==> config.mk <==
export PLATFORM = sky130hd
export DESIGN_NAME = auth_device_end_flat
export DESIGN_NICKNAME = d
export VERILOG_FILES = /design/src/hw/auth_link_pkg.sv /design/src/hw/auth_link_if.sv /design/src/hw/byte_fifo.sv /design/src/hw/auth_device_end.sv /design/src/flat_wrapper.sv
export VERILOG_INCLUDE_DIRS = /design/src /design/src/hw
export SDC_FILE = /design/constraint.sdc
export NUM_CORES = 1
export LEC_CHECK = 0
export BUFFER_PORTS_ARGS = -buffer_cell sky130_fd_sc_hd__buf_2
export CAP_MARGIN = 30
export CORE_ASPECT_RATIO = 1.75
export CORE_MARGIN = 2
export CORE_UTILIZATION = 45
export DETAILED_ROUTE_END_ITERATION = 16
export GPL_TIMING_DRIVEN = 0
export PLACE_DENSITY_LB_ADDON = 0.2
export SLEW_MARGIN = 20
export SYNTH_ARGS = -nofsm -noshare
export SYNTH_HDL_FRONTEND = slang
export SYNTH_SLANG_ARGS = --single-unit
export TNS_END_PERCENT = 30
==> constraint.sdc <==
create_clock -name clock -period 3.8 [get_ports clock]
set_clock_uncertainty 0.05 [all_clocks]
set_input_delay 0.76 -clock clock [delete_from_list [all_inputs] [get_ports clock]]
set_output_delay 0.76 -clock clock [all_outputs]
set_load 0.02 [all_outputs]
==> src/hw/auth_link_consts.svh <==
/*
  constant set for the command link: status codes, block lengths, opcodes, crc polynomial, defaults.
  assumes nothing; included only by the package, the design files use its macros.
*/
`ifndef AUTH_LINK_CONSTS_SVH
`define AUTH_LINK_CONSTS_SVH
`define CRC_POLY 16'h8005
`define CRC_INIT 16'h0000
`define ST_OK 8'h00
`define ST_MISCMP 8'h01
`define ST_PARSE 8'h03
`define ST_EXEC 8'h0f
`define ST_WAKE 8'h11
`define ST_COMM 8'hff
`define BLK_STATUS_LEN 8'h04
`define BLK_MIN_FRAME 8'h04
`define BLK_MIN_CMD 8'h07
`define BLK_DATA_CMD 8'h0b
`define POS_OPCODE 1
`define POS_PARAM1 2
`define POS_DATA 5
`define OPC_CHECKMAC 8'h28
`define OPC_NONCE 8'h16
`define OPC_READ 8'h02
`define OPC_PAUSE 8'h01
`define OPC_REV 8'h30
`define CHECKMAC_COPY_BIT 0
`define WATCHDOG_CYCLES_DEF 1000000
`define EXEC_CYCLES_DEF 16
`define FIFO_DEPTH_DEF 8
`define RX_DEPTH_DEF 16
`endif

==> src/hw/auth_link_pkg.sv <==
/*
  shared types and the crc step of the command link.
  assumes auth_link_consts.svh is on the include path.
*/
`include "auth_link_consts.svh"
package auth_link_pkg;
  typedef enum logic [2:0] {DEV_SLEEP, DEV_AWAKE, DEV_EXEC, DEV_RESP, DEV_IDLE} dev_state_t;
  typedef enum logic [1:0] {HOST_IDLE, HOST_SEND, HOST_WAIT, HOST_READ} host_state_t;
  typedef logic [15:0] crc_t;

  // one byte into the crc, least significant bit first
  function automatic crc_t crc_step(input crc_t crc, input logic [7:0] data);
    crc_t c;
    c = crc;
    for (int i = 0; i < 8; i++) begin
      if (data[i] ^ c[15]) begin
        c = {c[14:0], 1'b0} ^ `CRC_POLY;
      end else begin
        c = {c[14:0], 1'b0};
      end
    end
    return c;
  endfunction
endpackage

==> src/hw/auth_link_if.sv <==
/*
  byte-level command link between host controller and device.
  assumes both ends on one clock; bit-level serial framing lives outside.
*/
`timescale 1ns/10ps
interface auth_link_if;
  logic wake;
  logic sleepReq;
  logic idleReq;
  logic startStop;
  logic hValid;
  logic hReady;
  logic [7:0] hData;
  logic dValid;
  logic dReady;
  logic [7:0] dData;
  logic busy;
  modport device (input wake, sleepReq, idleReq, startStop, hValid, hData, dReady,
                  output hReady, dValid, dData, busy);
  modport host (output wake, sleepReq, idleReq, startStop, hValid, hData, dReady,
                input hReady, dValid, dData, busy);
endinterface

==> src/hw/byte_fifo.sv <==
/*
  flip-flop fifo with valid/ready on both sides and a synchronous flush.
  assumes DEPTH is a power of two.
*/
`timescale 1ns/10ps
module byte_fifo #(
  parameter int WIDTH = 8,
  parameter int DEPTH = `FIFO_DEPTH_DEF
) (
  input wire logic clock,
  input wire logic rstn,
  input wire logic flush,
  input wire logic inValid,
  output logic inReady,
  input wire logic [WIDTH-1:0] inData,
  output logic outValid,
  input wire logic outReady,
  output logic [WIDTH-1:0] outData
);
  localparam int AW = $clog2(DEPTH);
  logic [WIDTH-1:0] mem_reg [DEPTH];
  logic [AW:0] wrPtr_reg;
  logic [AW:0] rdPtr_reg;
  logic push;
  logic pop;

  assign outValid = wrPtr_reg != rdPtr_reg;
  assign inReady = !((wrPtr_reg[AW] != rdPtr_reg[AW]) && (wrPtr_reg[AW-1:0] == rdPtr_reg[AW-1:0]));
  assign push = inValid && inReady && !flush;
  assign pop = outValid && outReady && !flush;
  assign outData = mem_reg[rdPtr_reg[AW-1:0]];

  always_ff @(posedge clock or negedge rstn) begin
    if (!rstn) begin
      wrPtr_reg <= '0;
      rdPtr_reg <= '0;
    end else if (flush) begin
      wrPtr_reg <= '0;
      rdPtr_reg <= '0;
    end else begin
      if (push) begin
        wrPtr_reg <= wrPtr_reg + 1'b1;
      end
      if (pop) begin
        rdPtr_reg <= rdPtr_reg + 1'b1;
      end
    end
  end

  always_ff @(posedge clock) begin
    if (push) begin
      mem_reg[wrPtr_reg[AW-1:0]] <= inData;
    end
  end
endmodule

==> src/hw/auth_device_end.sv <==
/*
  device end: block receiver with crc check, status engine, shared output buffer,
  sleep/idle/wake power states and a watchdog that forces sleep.
  assumes the link is driven by logic on the same clock, one byte per handshake.
*/
`timescale 1ns/10ps
module auth_device_end #(
  parameter int WATCHDOG_CYCLES = `WATCHDOG_CYCLES_DEF,
  parameter int EXEC_CYCLES = `EXEC_CYCLES_DEF,
  parameter int RX_DEPTH = `RX_DEPTH_DEF,
  parameter int FIFO_DEPTH = `FIFO_DEPTH_DEF
) (
  input wire logic clock,
  input wire logic rstn,
  auth_link_if.device link,
  output logic asleep,
  output logic idling,
  output logic digestValid,
  output logic [7:0] lastStatus
);
  auth_link_pkg::dev_state_t state_reg;
  logic [31:0] wdCount_reg;
  logic [7:0] rxBuf_reg [RX_DEPTH];
  logic [7:0] rxIdx_reg;
  logic [7:0] rxCount_reg;
  logic [7:0] rxCrcLo_reg;
  auth_link_pkg::crc_t rxCrc_reg;
  logic crcOk_reg;
  logic [15:0] execCount_reg;
  logic [7:0] respCode_reg;
  logic [1:0] respIdx_reg;
  logic [31:0] scratch_digest_reg;
  logic [31:0] seed_reg;
  logic digestValid_reg;
  logic digestCopy_reg;
  logic [7:0] lastStatus_reg;

  logic awake;
  logic wdExpire;
  logic enterSleep;
  logic enterIdle;
  logic wakeEvt;
  logic accept;
  logic rxLast;
  logic [7:0] status;
  logic [7:0] opcode;
  logic [31:0] rxData;
  auth_link_pkg::crc_t respCrc;
  logic [7:0] respByte;
  logic fifoInReady;
  logic fifoOutValid;
  logic fifoFlush;
  logic readOpen;

  // required count for an opcode; zero marks an unknown opcode
  function automatic logic [7:0] req_len(input logic [7:0] op);
    unique case (op)
      `OPC_CHECKMAC, `OPC_NONCE: req_len = `BLK_DATA_CMD;
      `OPC_READ, `OPC_PAUSE, `OPC_REV: req_len = `BLK_MIN_CMD;
      default: req_len = 8'h00;
    endcase
  endfunction

  assign awake = state_reg inside {auth_link_pkg::DEV_AWAKE, auth_link_pkg::DEV_EXEC, auth_link_pkg::DEV_RESP};
  assign wdExpire = awake && (wdCount_reg == 32'(WATCHDOG_CYCLES - 1));
  assign enterSleep = wdExpire || (state_reg == auth_link_pkg::DEV_AWAKE && link.sleepReq);
  assign enterIdle = !wdExpire && state_reg == auth_link_pkg::DEV_AWAKE && !link.sleepReq && link.idleReq;
  assign wakeEvt = link.wake && (state_reg == auth_link_pkg::DEV_SLEEP || state_reg == auth_link_pkg::DEV_IDLE);
  // receiving only while awake and not busy; busy ignores the link
  assign link.hReady = state_reg == auth_link_pkg::DEV_AWAKE && !link.sleepReq && !link.idleReq;
  assign link.busy = state_reg == auth_link_pkg::DEV_EXEC || state_reg == auth_link_pkg::DEV_RESP;
  assign accept = link.hValid && link.hReady && !wdExpire && !link.startStop;
  // a count below the smallest frame ends the block at once
  assign rxLast = (rxIdx_reg == 8'h00) ? (link.hData < `BLK_MIN_FRAME) : (rxIdx_reg == rxCount_reg - 8'h01);

  assign opcode = rxBuf_reg[`POS_OPCODE];
  assign rxData = {rxBuf_reg[`POS_DATA+3], rxBuf_reg[`POS_DATA+2], rxBuf_reg[`POS_DATA+1], rxBuf_reg[`POS_DATA]};

  // crc fault first; parse checked before execution, either order is allowed
  always_comb begin
    if (!crcOk_reg || rxCount_reg < `BLK_MIN_FRAME || rxCount_reg > 8'(RX_DEPTH)) begin
      status = `ST_COMM;
    end else if (req_len(opcode) == 8'h00 || rxCount_reg < req_len(opcode)
                 || (opcode == `OPC_CHECKMAC && rxCount_reg != req_len(opcode))) begin
      status = `ST_PARSE;
    end else if (opcode == `OPC_CHECKMAC && !digestValid_reg) begin
      status = `ST_EXEC;
    end else if (opcode == `OPC_CHECKMAC && rxData != scratch_digest_reg) begin
      status = `ST_MISCMP;
    end else begin
      status = `ST_OK;
    end
  end

  always_ff @(posedge clock or negedge rstn) begin
    if (!rstn) begin
      state_reg <= auth_link_pkg::DEV_SLEEP;
    end else if (enterSleep) begin
      state_reg <= auth_link_pkg::DEV_SLEEP;
    end else begin
      unique case (state_reg)
        auth_link_pkg::DEV_SLEEP, auth_link_pkg::DEV_IDLE: begin
          if (link.wake) begin
            state_reg <= auth_link_pkg::DEV_RESP;
          end
        end
        auth_link_pkg::DEV_AWAKE: begin
          if (enterIdle) begin
            state_reg <= auth_link_pkg::DEV_IDLE;
          end else if (accept && rxLast) begin
            state_reg <= auth_link_pkg::DEV_EXEC;
          end
        end
        auth_link_pkg::DEV_EXEC: begin
          if (execCount_reg == 16'(EXEC_CYCLES - 1)) begin
            state_reg <= auth_link_pkg::DEV_RESP;
          end
        end
        auth_link_pkg::DEV_RESP: begin
          if (fifoInReady && respIdx_reg == 2'd3) begin
            state_reg <= auth_link_pkg::DEV_AWAKE;
          end
        end
      endcase
    end
  end

  // no command touches this counter; only a wake restarts it
  always_ff @(posedge clock or negedge rstn) begin
    if (!rstn) begin
      wdCount_reg <= '0;
    end else if (wakeEvt) begin
      wdCount_reg <= '0;
    end else if (awake) begin
      wdCount_reg <= wdCount_reg + 32'd1;
    end
  end

  always_ff @(posedge clock or negedge rstn) begin
    if (!rstn) begin
      rxIdx_reg <= '0;
      rxCount_reg <= '0;
      rxCrc_reg <= `CRC_INIT;
      rxCrcLo_reg <= '0;
      crcOk_reg <= 1'b0;
    end else if (enterSleep || enterIdle || wakeEvt || (link.startStop && state_reg == auth_link_pkg::DEV_AWAKE)) begin
      rxIdx_reg <= '0;
    end else if (accept) begin
      rxIdx_reg <= rxLast ? 8'h00 : rxIdx_reg + 8'h01;
      if (rxIdx_reg == 8'h00) begin
        rxCount_reg <= link.hData;
        rxCrc_reg <= auth_link_pkg::crc_step(`CRC_INIT, link.hData);
        crcOk_reg <= 1'b0;
      end else if (rxIdx_reg < rxCount_reg - 8'h02) begin
        rxCrc_reg <= auth_link_pkg::crc_step(rxCrc_reg, link.hData);
      end else if (!rxLast) begin
        rxCrcLo_reg <= link.hData;
      end else begin
        crcOk_reg <= rxCrc_reg == {link.hData, rxCrcLo_reg};
      end
    end
  end

  // surplus bytes beyond the buffer are dropped, the crc still covers them
  always_ff @(posedge clock) begin
    if (accept && rxIdx_reg < 8'(RX_DEPTH)) begin
      rxBuf_reg[rxIdx_reg[$clog2(RX_DEPTH)-1:0]] <= link.hData;
    end
  end

  always_ff @(posedge clock or negedge rstn) begin
    if (!rstn) begin
      execCount_reg <= '0;
    end else if (state_reg == auth_link_pkg::DEV_EXEC) begin
      execCount_reg <= execCount_reg + 16'd1;
    end else begin
      execCount_reg <= '0;
    end
  end

  always_ff @(posedge clock or negedge rstn) begin
    if (!rstn) begin
      respCode_reg <= `ST_WAKE;
      respIdx_reg <= '0;
      lastStatus_reg <= '0;
    end else if (wakeEvt) begin
      respCode_reg <= `ST_WAKE;
      respIdx_reg <= '0;
    end else if (state_reg == auth_link_pkg::DEV_EXEC && execCount_reg == 16'(EXEC_CYCLES - 1)) begin
      respCode_reg <= status;
      lastStatus_reg <= status;
      respIdx_reg <= '0;
    end else if (state_reg == auth_link_pkg::DEV_RESP && fifoInReady) begin
      respIdx_reg <= respIdx_reg + 2'd1;
    end
  end

  // scratch state: cleared by sleep, kept by idle except a copied digest
  always_ff @(posedge clock or negedge rstn) begin
    if (!rstn) begin
      scratch_digest_reg <= '0;
      seed_reg <= '0;
      digestValid_reg <= 1'b0;
      digestCopy_reg <= 1'b0;
    end else if (enterSleep) begin
      scratch_digest_reg <= '0;
      seed_reg <= '0;
      digestValid_reg <= 1'b0;
      digestCopy_reg <= 1'b0;
    end else if (enterIdle) begin
      if (digestCopy_reg) begin
        scratch_digest_reg <= '0;
        digestValid_reg <= 1'b0;
        digestCopy_reg <= 1'b0;
      end
    end else if (state_reg == auth_link_pkg::DEV_EXEC && execCount_reg == 16'(EXEC_CYCLES - 1) && status == `ST_OK) begin
      if (opcode == `OPC_NONCE) begin
        scratch_digest_reg <= rxData ^ seed_reg;
        seed_reg <= {seed_reg[30:0], seed_reg[31]} ^ rxData;
        digestValid_reg <= 1'b1;
        digestCopy_reg <= 1'b0;
      end else if (opcode == `OPC_CHECKMAC && rxBuf_reg[`POS_PARAM1][`CHECKMAC_COPY_BIT]) begin
        digestCopy_reg <= 1'b1;
      end
    end
  end

  assign respCrc = auth_link_pkg::crc_step(auth_link_pkg::crc_step(`CRC_INIT, `BLK_STATUS_LEN), respCode_reg);
  always_comb begin
    unique case (respIdx_reg)
      2'd0: respByte = `BLK_STATUS_LEN;
      2'd1: respByte = respCode_reg;
      2'd2: respByte = respCrc[7:0];
      2'd3: respByte = respCrc[15:8];
    endcase
  end

  // a new block, a wake or a sleep discards whatever answer was waiting
  assign fifoFlush = enterSleep || wakeEvt || (accept && rxIdx_reg == 8'h00);
  // reads stay closed while a block is half sent or the device is busy
  assign readOpen = state_reg == auth_link_pkg::DEV_AWAKE && rxIdx_reg == 8'h00;
  assign link.dValid = fifoOutValid && readOpen;

  byte_fifo #(.WIDTH(8), .DEPTH(FIFO_DEPTH)) outBuf (
    .clock(clock),
    .rstn(rstn),
    .flush(fifoFlush),
    .inValid(state_reg == auth_link_pkg::DEV_RESP),
    .inReady(fifoInReady),
    .inData(respByte),
    .outValid(fifoOutValid),
    .outReady(link.dReady && readOpen),
    .outData(link.dData)
  );

  assign asleep = state_reg == auth_link_pkg::DEV_SLEEP;
  assign idling = state_reg == auth_link_pkg::DEV_IDLE;
  assign digestValid = digestValid_reg;
  assign lastStatus = lastStatus_reg;
endmodule

==> src/flat_wrapper.sv <==
// flat-port wrapper written by rule: the top's interface ports become plain ports
module auth_device_end_flat 
#(
  parameter int WATCHDOG_CYCLES = `WATCHDOG_CYCLES_DEF,
  parameter int EXEC_CYCLES = `EXEC_CYCLES_DEF,
  parameter int RX_DEPTH = `RX_DEPTH_DEF,
  parameter int FIFO_DEPTH = `FIFO_DEPTH_DEF
)
  (clock, rstn, asleep, idling, digestValid, lastStatus, link_wake, link_sleepReq, link_idleReq, link_startStop, link_hValid, link_hData, link_dReady, link_hReady, link_dValid, link_dData, link_busy);
  auth_link_if link_i ();
  input wire logic clock;
  input wire logic rstn;
  output logic asleep;
  output logic idling;
  output logic digestValid;
  output logic [7:0] lastStatus;
  input wire logic [$bits(link_i.wake)-1:0] link_wake;
  input wire logic [$bits(link_i.sleepReq)-1:0] link_sleepReq;
  input wire logic [$bits(link_i.idleReq)-1:0] link_idleReq;
  input wire logic [$bits(link_i.startStop)-1:0] link_startStop;
  input wire logic [$bits(link_i.hValid)-1:0] link_hValid;
  input wire logic [$bits(link_i.hData)-1:0] link_hData;
  input wire logic [$bits(link_i.dReady)-1:0] link_dReady;
  output wire logic [$bits(link_i.hReady)-1:0] link_hReady;
  output wire logic [$bits(link_i.dValid)-1:0] link_dValid;
  output wire logic [$bits(link_i.dData)-1:0] link_dData;
  output wire logic [$bits(link_i.busy)-1:0] link_busy;
  assign link_i.wake = link_wake;
  assign link_i.sleepReq = link_sleepReq;
  assign link_i.idleReq = link_idleReq;
  assign link_i.startStop = link_startStop;
  assign link_i.hValid = link_hValid;
  assign link_i.hData = link_hData;
  assign link_i.dReady = link_dReady;
  assign link_hReady = link_i.hReady;
  assign link_dValid = link_i.dValid;
  assign link_dData = link_i.dData;
  assign link_busy = link_i.busy;
  auth_device_end #(.WATCHDOG_CYCLES(WATCHDOG_CYCLES), .EXEC_CYCLES(EXEC_CYCLES), .RX_DEPTH(RX_DEPTH), .FIFO_DEPTH(FIFO_DEPTH)) u_core (.clock(clock), .rstn(rstn), .link(link_i), .asleep(asleep), .idling(idling), .digestValid(digestValid), .lastStatus(lastStatus));
endmodule
==> summary.txt <==
Run status
  • Status: complete, but fails checks
  • Failing checks: negative setup slack

STA
  • Final Max Slew Viols: 0
  • Unrepaired setup endpoints after global routing: true
  • Period minus WS final: 3.81 ns
  • Rel. slew slack: a little over two fifths
  • Fin crit share: 100%
  • Final-report hold violation count: 0
  • Final worst slack: -0.0109 ns
  • Final setup fails: 7
  • Setup TNS: -0.0403 ns
  • Max Freq: 0.262 GHz
  • Worst slew pin tran: approximately 0.87 ns

Power and ir drop
  • Sw Share: 33.0%
  • Clock share of power: 28.4%
  • Psw: around 3.1 mW
  • Sequential share of power: approximately two fifths
  • PD cells: 588 nW/um^2
  • Max VDD drop: 0.000489 V
  • Comb pwr share: 30.6%
  • Pleak: 6.32 nW
  • Internal: 6.34 mW
  • Tot Pwr: 9.46 mW

Clocking
  • Clock sinks: 282
  • Root Buffer: clkbuf_16
  • Reg clk slew, reported paths: 0.07 ns
  • H-tree depth: 1
  • Clock Path Buffers: 3
  • Worst-Skew Late Latency: 0.54 ns
  • Total CTS buffers: 27
  • CTS tree: built

Critical path
  • Req. time, crit path: 4.22 ns
  • CP Class: flip-flop to flip-flop
  • Worst setup SP type: flip-flop
  • Setup crit end kind: flip-flop
  • CP max stage cell: edfxtp_1
  • Crit-path max cell delay: ~0.50 ns
  • CP cell instances: nor4bb_2 -> and3_4 -> a31oi_1 -> ha_1 -> and4_1 -> nand2_1 -> a32o_2 -> or3_4 -> or3_4 -> or3_4 -> buf_12 -> clkbuf_16 -> o21ai_2
  • Critical Path AT: 4.23 ns
  • Crit-path max FO: 7
  • Critical Path Most Common Cell: or3_4

Floorplan
  • Die H: roughly 240 um
  • # IOs: 38
  • Die ar.: between 30000 and 40000 sq um
  • CORE AREA: 30800 sq um
  • Die width: between 100 and 150 um
  • Rows: 85
  • Starting density of the core: 45.7%

Synthesis
  • FFs w/ async S/R, synth: 62.8%
  • Synth area leaders: dfrtp_1 31%, edfxtp_1 22%, xnor2_1 11%
  • Post-synth EDFFs: about 110
  • Synth Flop Type: dfrtp_1
  • #FFs+latches synth: 282
  • Syn Inst Count: 1223
  • Avg Cell Area, Syn: 11.5 sq um
  • Post-Syn Nets: 1271
  • Seq/Total Area, Yosys: 53.8%
  • Post-synth top cells: 175 x dfrtp_1, 172 x xnor2_1, 117 x nor2_1
  • Yosys top cell area share: 31.1%
  • Syn. warnings: 0
  • Synthesized area: between 10000 and 15000 sq um
  • Most common cell in the synthesized netlist: dfrtp_1
  • Area leader, netlist: dfrtp_1
  • Count of different cell masters after synthesis: 76

Cells and area
  • Nets: roughly 1400
  • Area Overhead vs Synth: 14.2%
  • # diodes: 0
  • Share of layout cells above drive strength 1: 16.6%
  • Max reg flops: 64

Route
  • DR pass1 iterations: 5
  • DR iter-0 viols: 483
  • WL final: between 30000 and 40000 um
  • Final ANT Viol Nets: 0
  • Vias per cell: 5.40
  • Wire length per cell: 18.7 um
  • Routed met2 length: approximately 18000 um
  • Uppermost layer routed: met4
  • M1 WL: 12700 um
  • Detail Route met3 WL: 938 um
  • DR vias: 9321
  • DRC: 0

GRT
  • First-pass GRT wire length: 51800 um
  • Pin count of the biggest net entering global routing: 79
  • Vias in the first global route: roughly 9600
  • Grt total ovfl: 0
  • Initial antenna violation count: 0
  • GRT Total Usage: 20.5%

Placement
  • Post-DP HPWL: 22900 um
  • IO Port Bufs: 37
  • Global placement routability congestion: just under 0.9

Run
  • MaxCap Viol Count: 0

Min path
  • Hold Path Class: flip-flop to flip-flop
-- critical path: cells and delay by family (launching register included) --
| family | cells | cell delay [ns] |
|---|---|---|
| flops | 1 | 0.50 |
| buf+inv | 2 | 0.34 |
| compound gates | 3 | 0.43 |
| fa+ha+maj | 1 | 0.34 |
| simple gates | 7 | 2.07 |
-- placed cells by master, fill, tap and decap left out, types with 4 or more instances in the layout --
master,n
xnor2_1,172
xor2_1,40
or3_1,8
buf_4,22
nor3b_1,6
ha_1,32
a21o_1,5
buf_2,41
mux4_2,16
clkinv_1,7
clkbuf_1,46
edfxtp_1,105
o21ai_1,4
o21ai_0,48
nand4_1,22
nor3_1,13
nor2_1,112
nor2b_1,6
nand3_1,26
and3_1,14
mux2_2,30
a21oi_1,26
and4_1,7
mux2i_1,11
a31oi_1,4
nor4_1,12
clkbuf_16,30
clkinv_2,4
nor2_2,4
a211oi_1,18
dfrtp_1,175
and2_1,6
inv_1,28
o21ai_2,18
nor3_2,5
clkbuf_2,4
nand2_1,108
nand2b_1,9
-- per-layer routing --
metal / vias to the layer above / track usage (%)
met5: - / 0
met4: 0 / 7.95
li1: 4469 / -
met1: 4630 / 24.5
met3: 70 / 2.23
met2: 152 / 37.2
-- layout make-up --
cell class | count | area (sq um)
buffer | 60 | 329
clock buffer | 34 | 712
clock inverter | 15 | 148
fill | 2752 | 14800
inverter | 28 | 105
multi-input combinational | 853 | 6240
sequential | 282 | 7580
tap | 391 | 489
timing repair buffer | 63 | 484
-- kinds of logic after synthesis --
logic type / Yosys count / share of synthesized area (%)
AOI/OAI and AO/OA: 161 / 7.65
xor gates and xnor gates: 213 / 13.3
adders and majority gates: 32 / 2.84
buffers and inverters: 88 / 2.82
DFF: 282 / 53.8
muxes: 57 / 5.74
and+or+nand+nor: 390 / 13.8
-- worst paths after layout --
kind	from	end	slack, ns	cells past startpoint
min in group asynchronous	rstn	u_core.rxCrc_reg[11]	0.60	2
max in group asynchronous	rstn	u_core.wdCount_reg[18]	2.39	3
min	u_core.execCount_reg[0]	u_core.execCount_reg[0]	0.41	1
max reg2reg	u_core.rxBuf_reg[1][4]	u_core.scratch_digest_reg[26]	-0.01	13
min reg2reg	u_core.execCount_reg[0]	u_core.execCount_reg[0]	0.41	1
max	u_core.rxBuf_reg[1][4]	u_core.scratch_digest_reg[26]	-0.01	13
-- power groups by stage --
stage	clock, mW	sequential, mW	combinational [mW]
floorplan	0	3.85	2.13
global placement	0	3.93	2.79
detailed placement	0	3.93	2.85
CTS	2.75	3.87	2.90
global route	2.88	3.92	3.23
finish	2.69	3.88	2.90
-- metrics by stage --
step	hold WS [ns]	worst slack, ns	area [sq um]	utilization (%)	cells
3_5_place_dp	0.407	-0.326	14800	48.1	1654
4_1_cts	0.415	0.00468	15800	51.3	1708
5_1_grt	0.436	-0.108	16100	52.2	1726
3_3_place_gp	0.403	-1.14	14800	47.9	1651
2_1_floorplan	0.383	0.322	14100	-	1223
6_report	0.410	-0.0109	16100	52.2	1726
-- what timing repair did --
item | 4_1_cts | 5_1_grt
gates cloned | 0 | 3
hold buffers | 1 | 0
setup buffers | 4 | 14
endpoints found under the hold margin | 3 | 0
resized for setup | 22 | 24
setup endpoints to repair | 106 | 108
pin swaps | 2 | 32
Note: power is estimated with default switching activity, not from simulation.
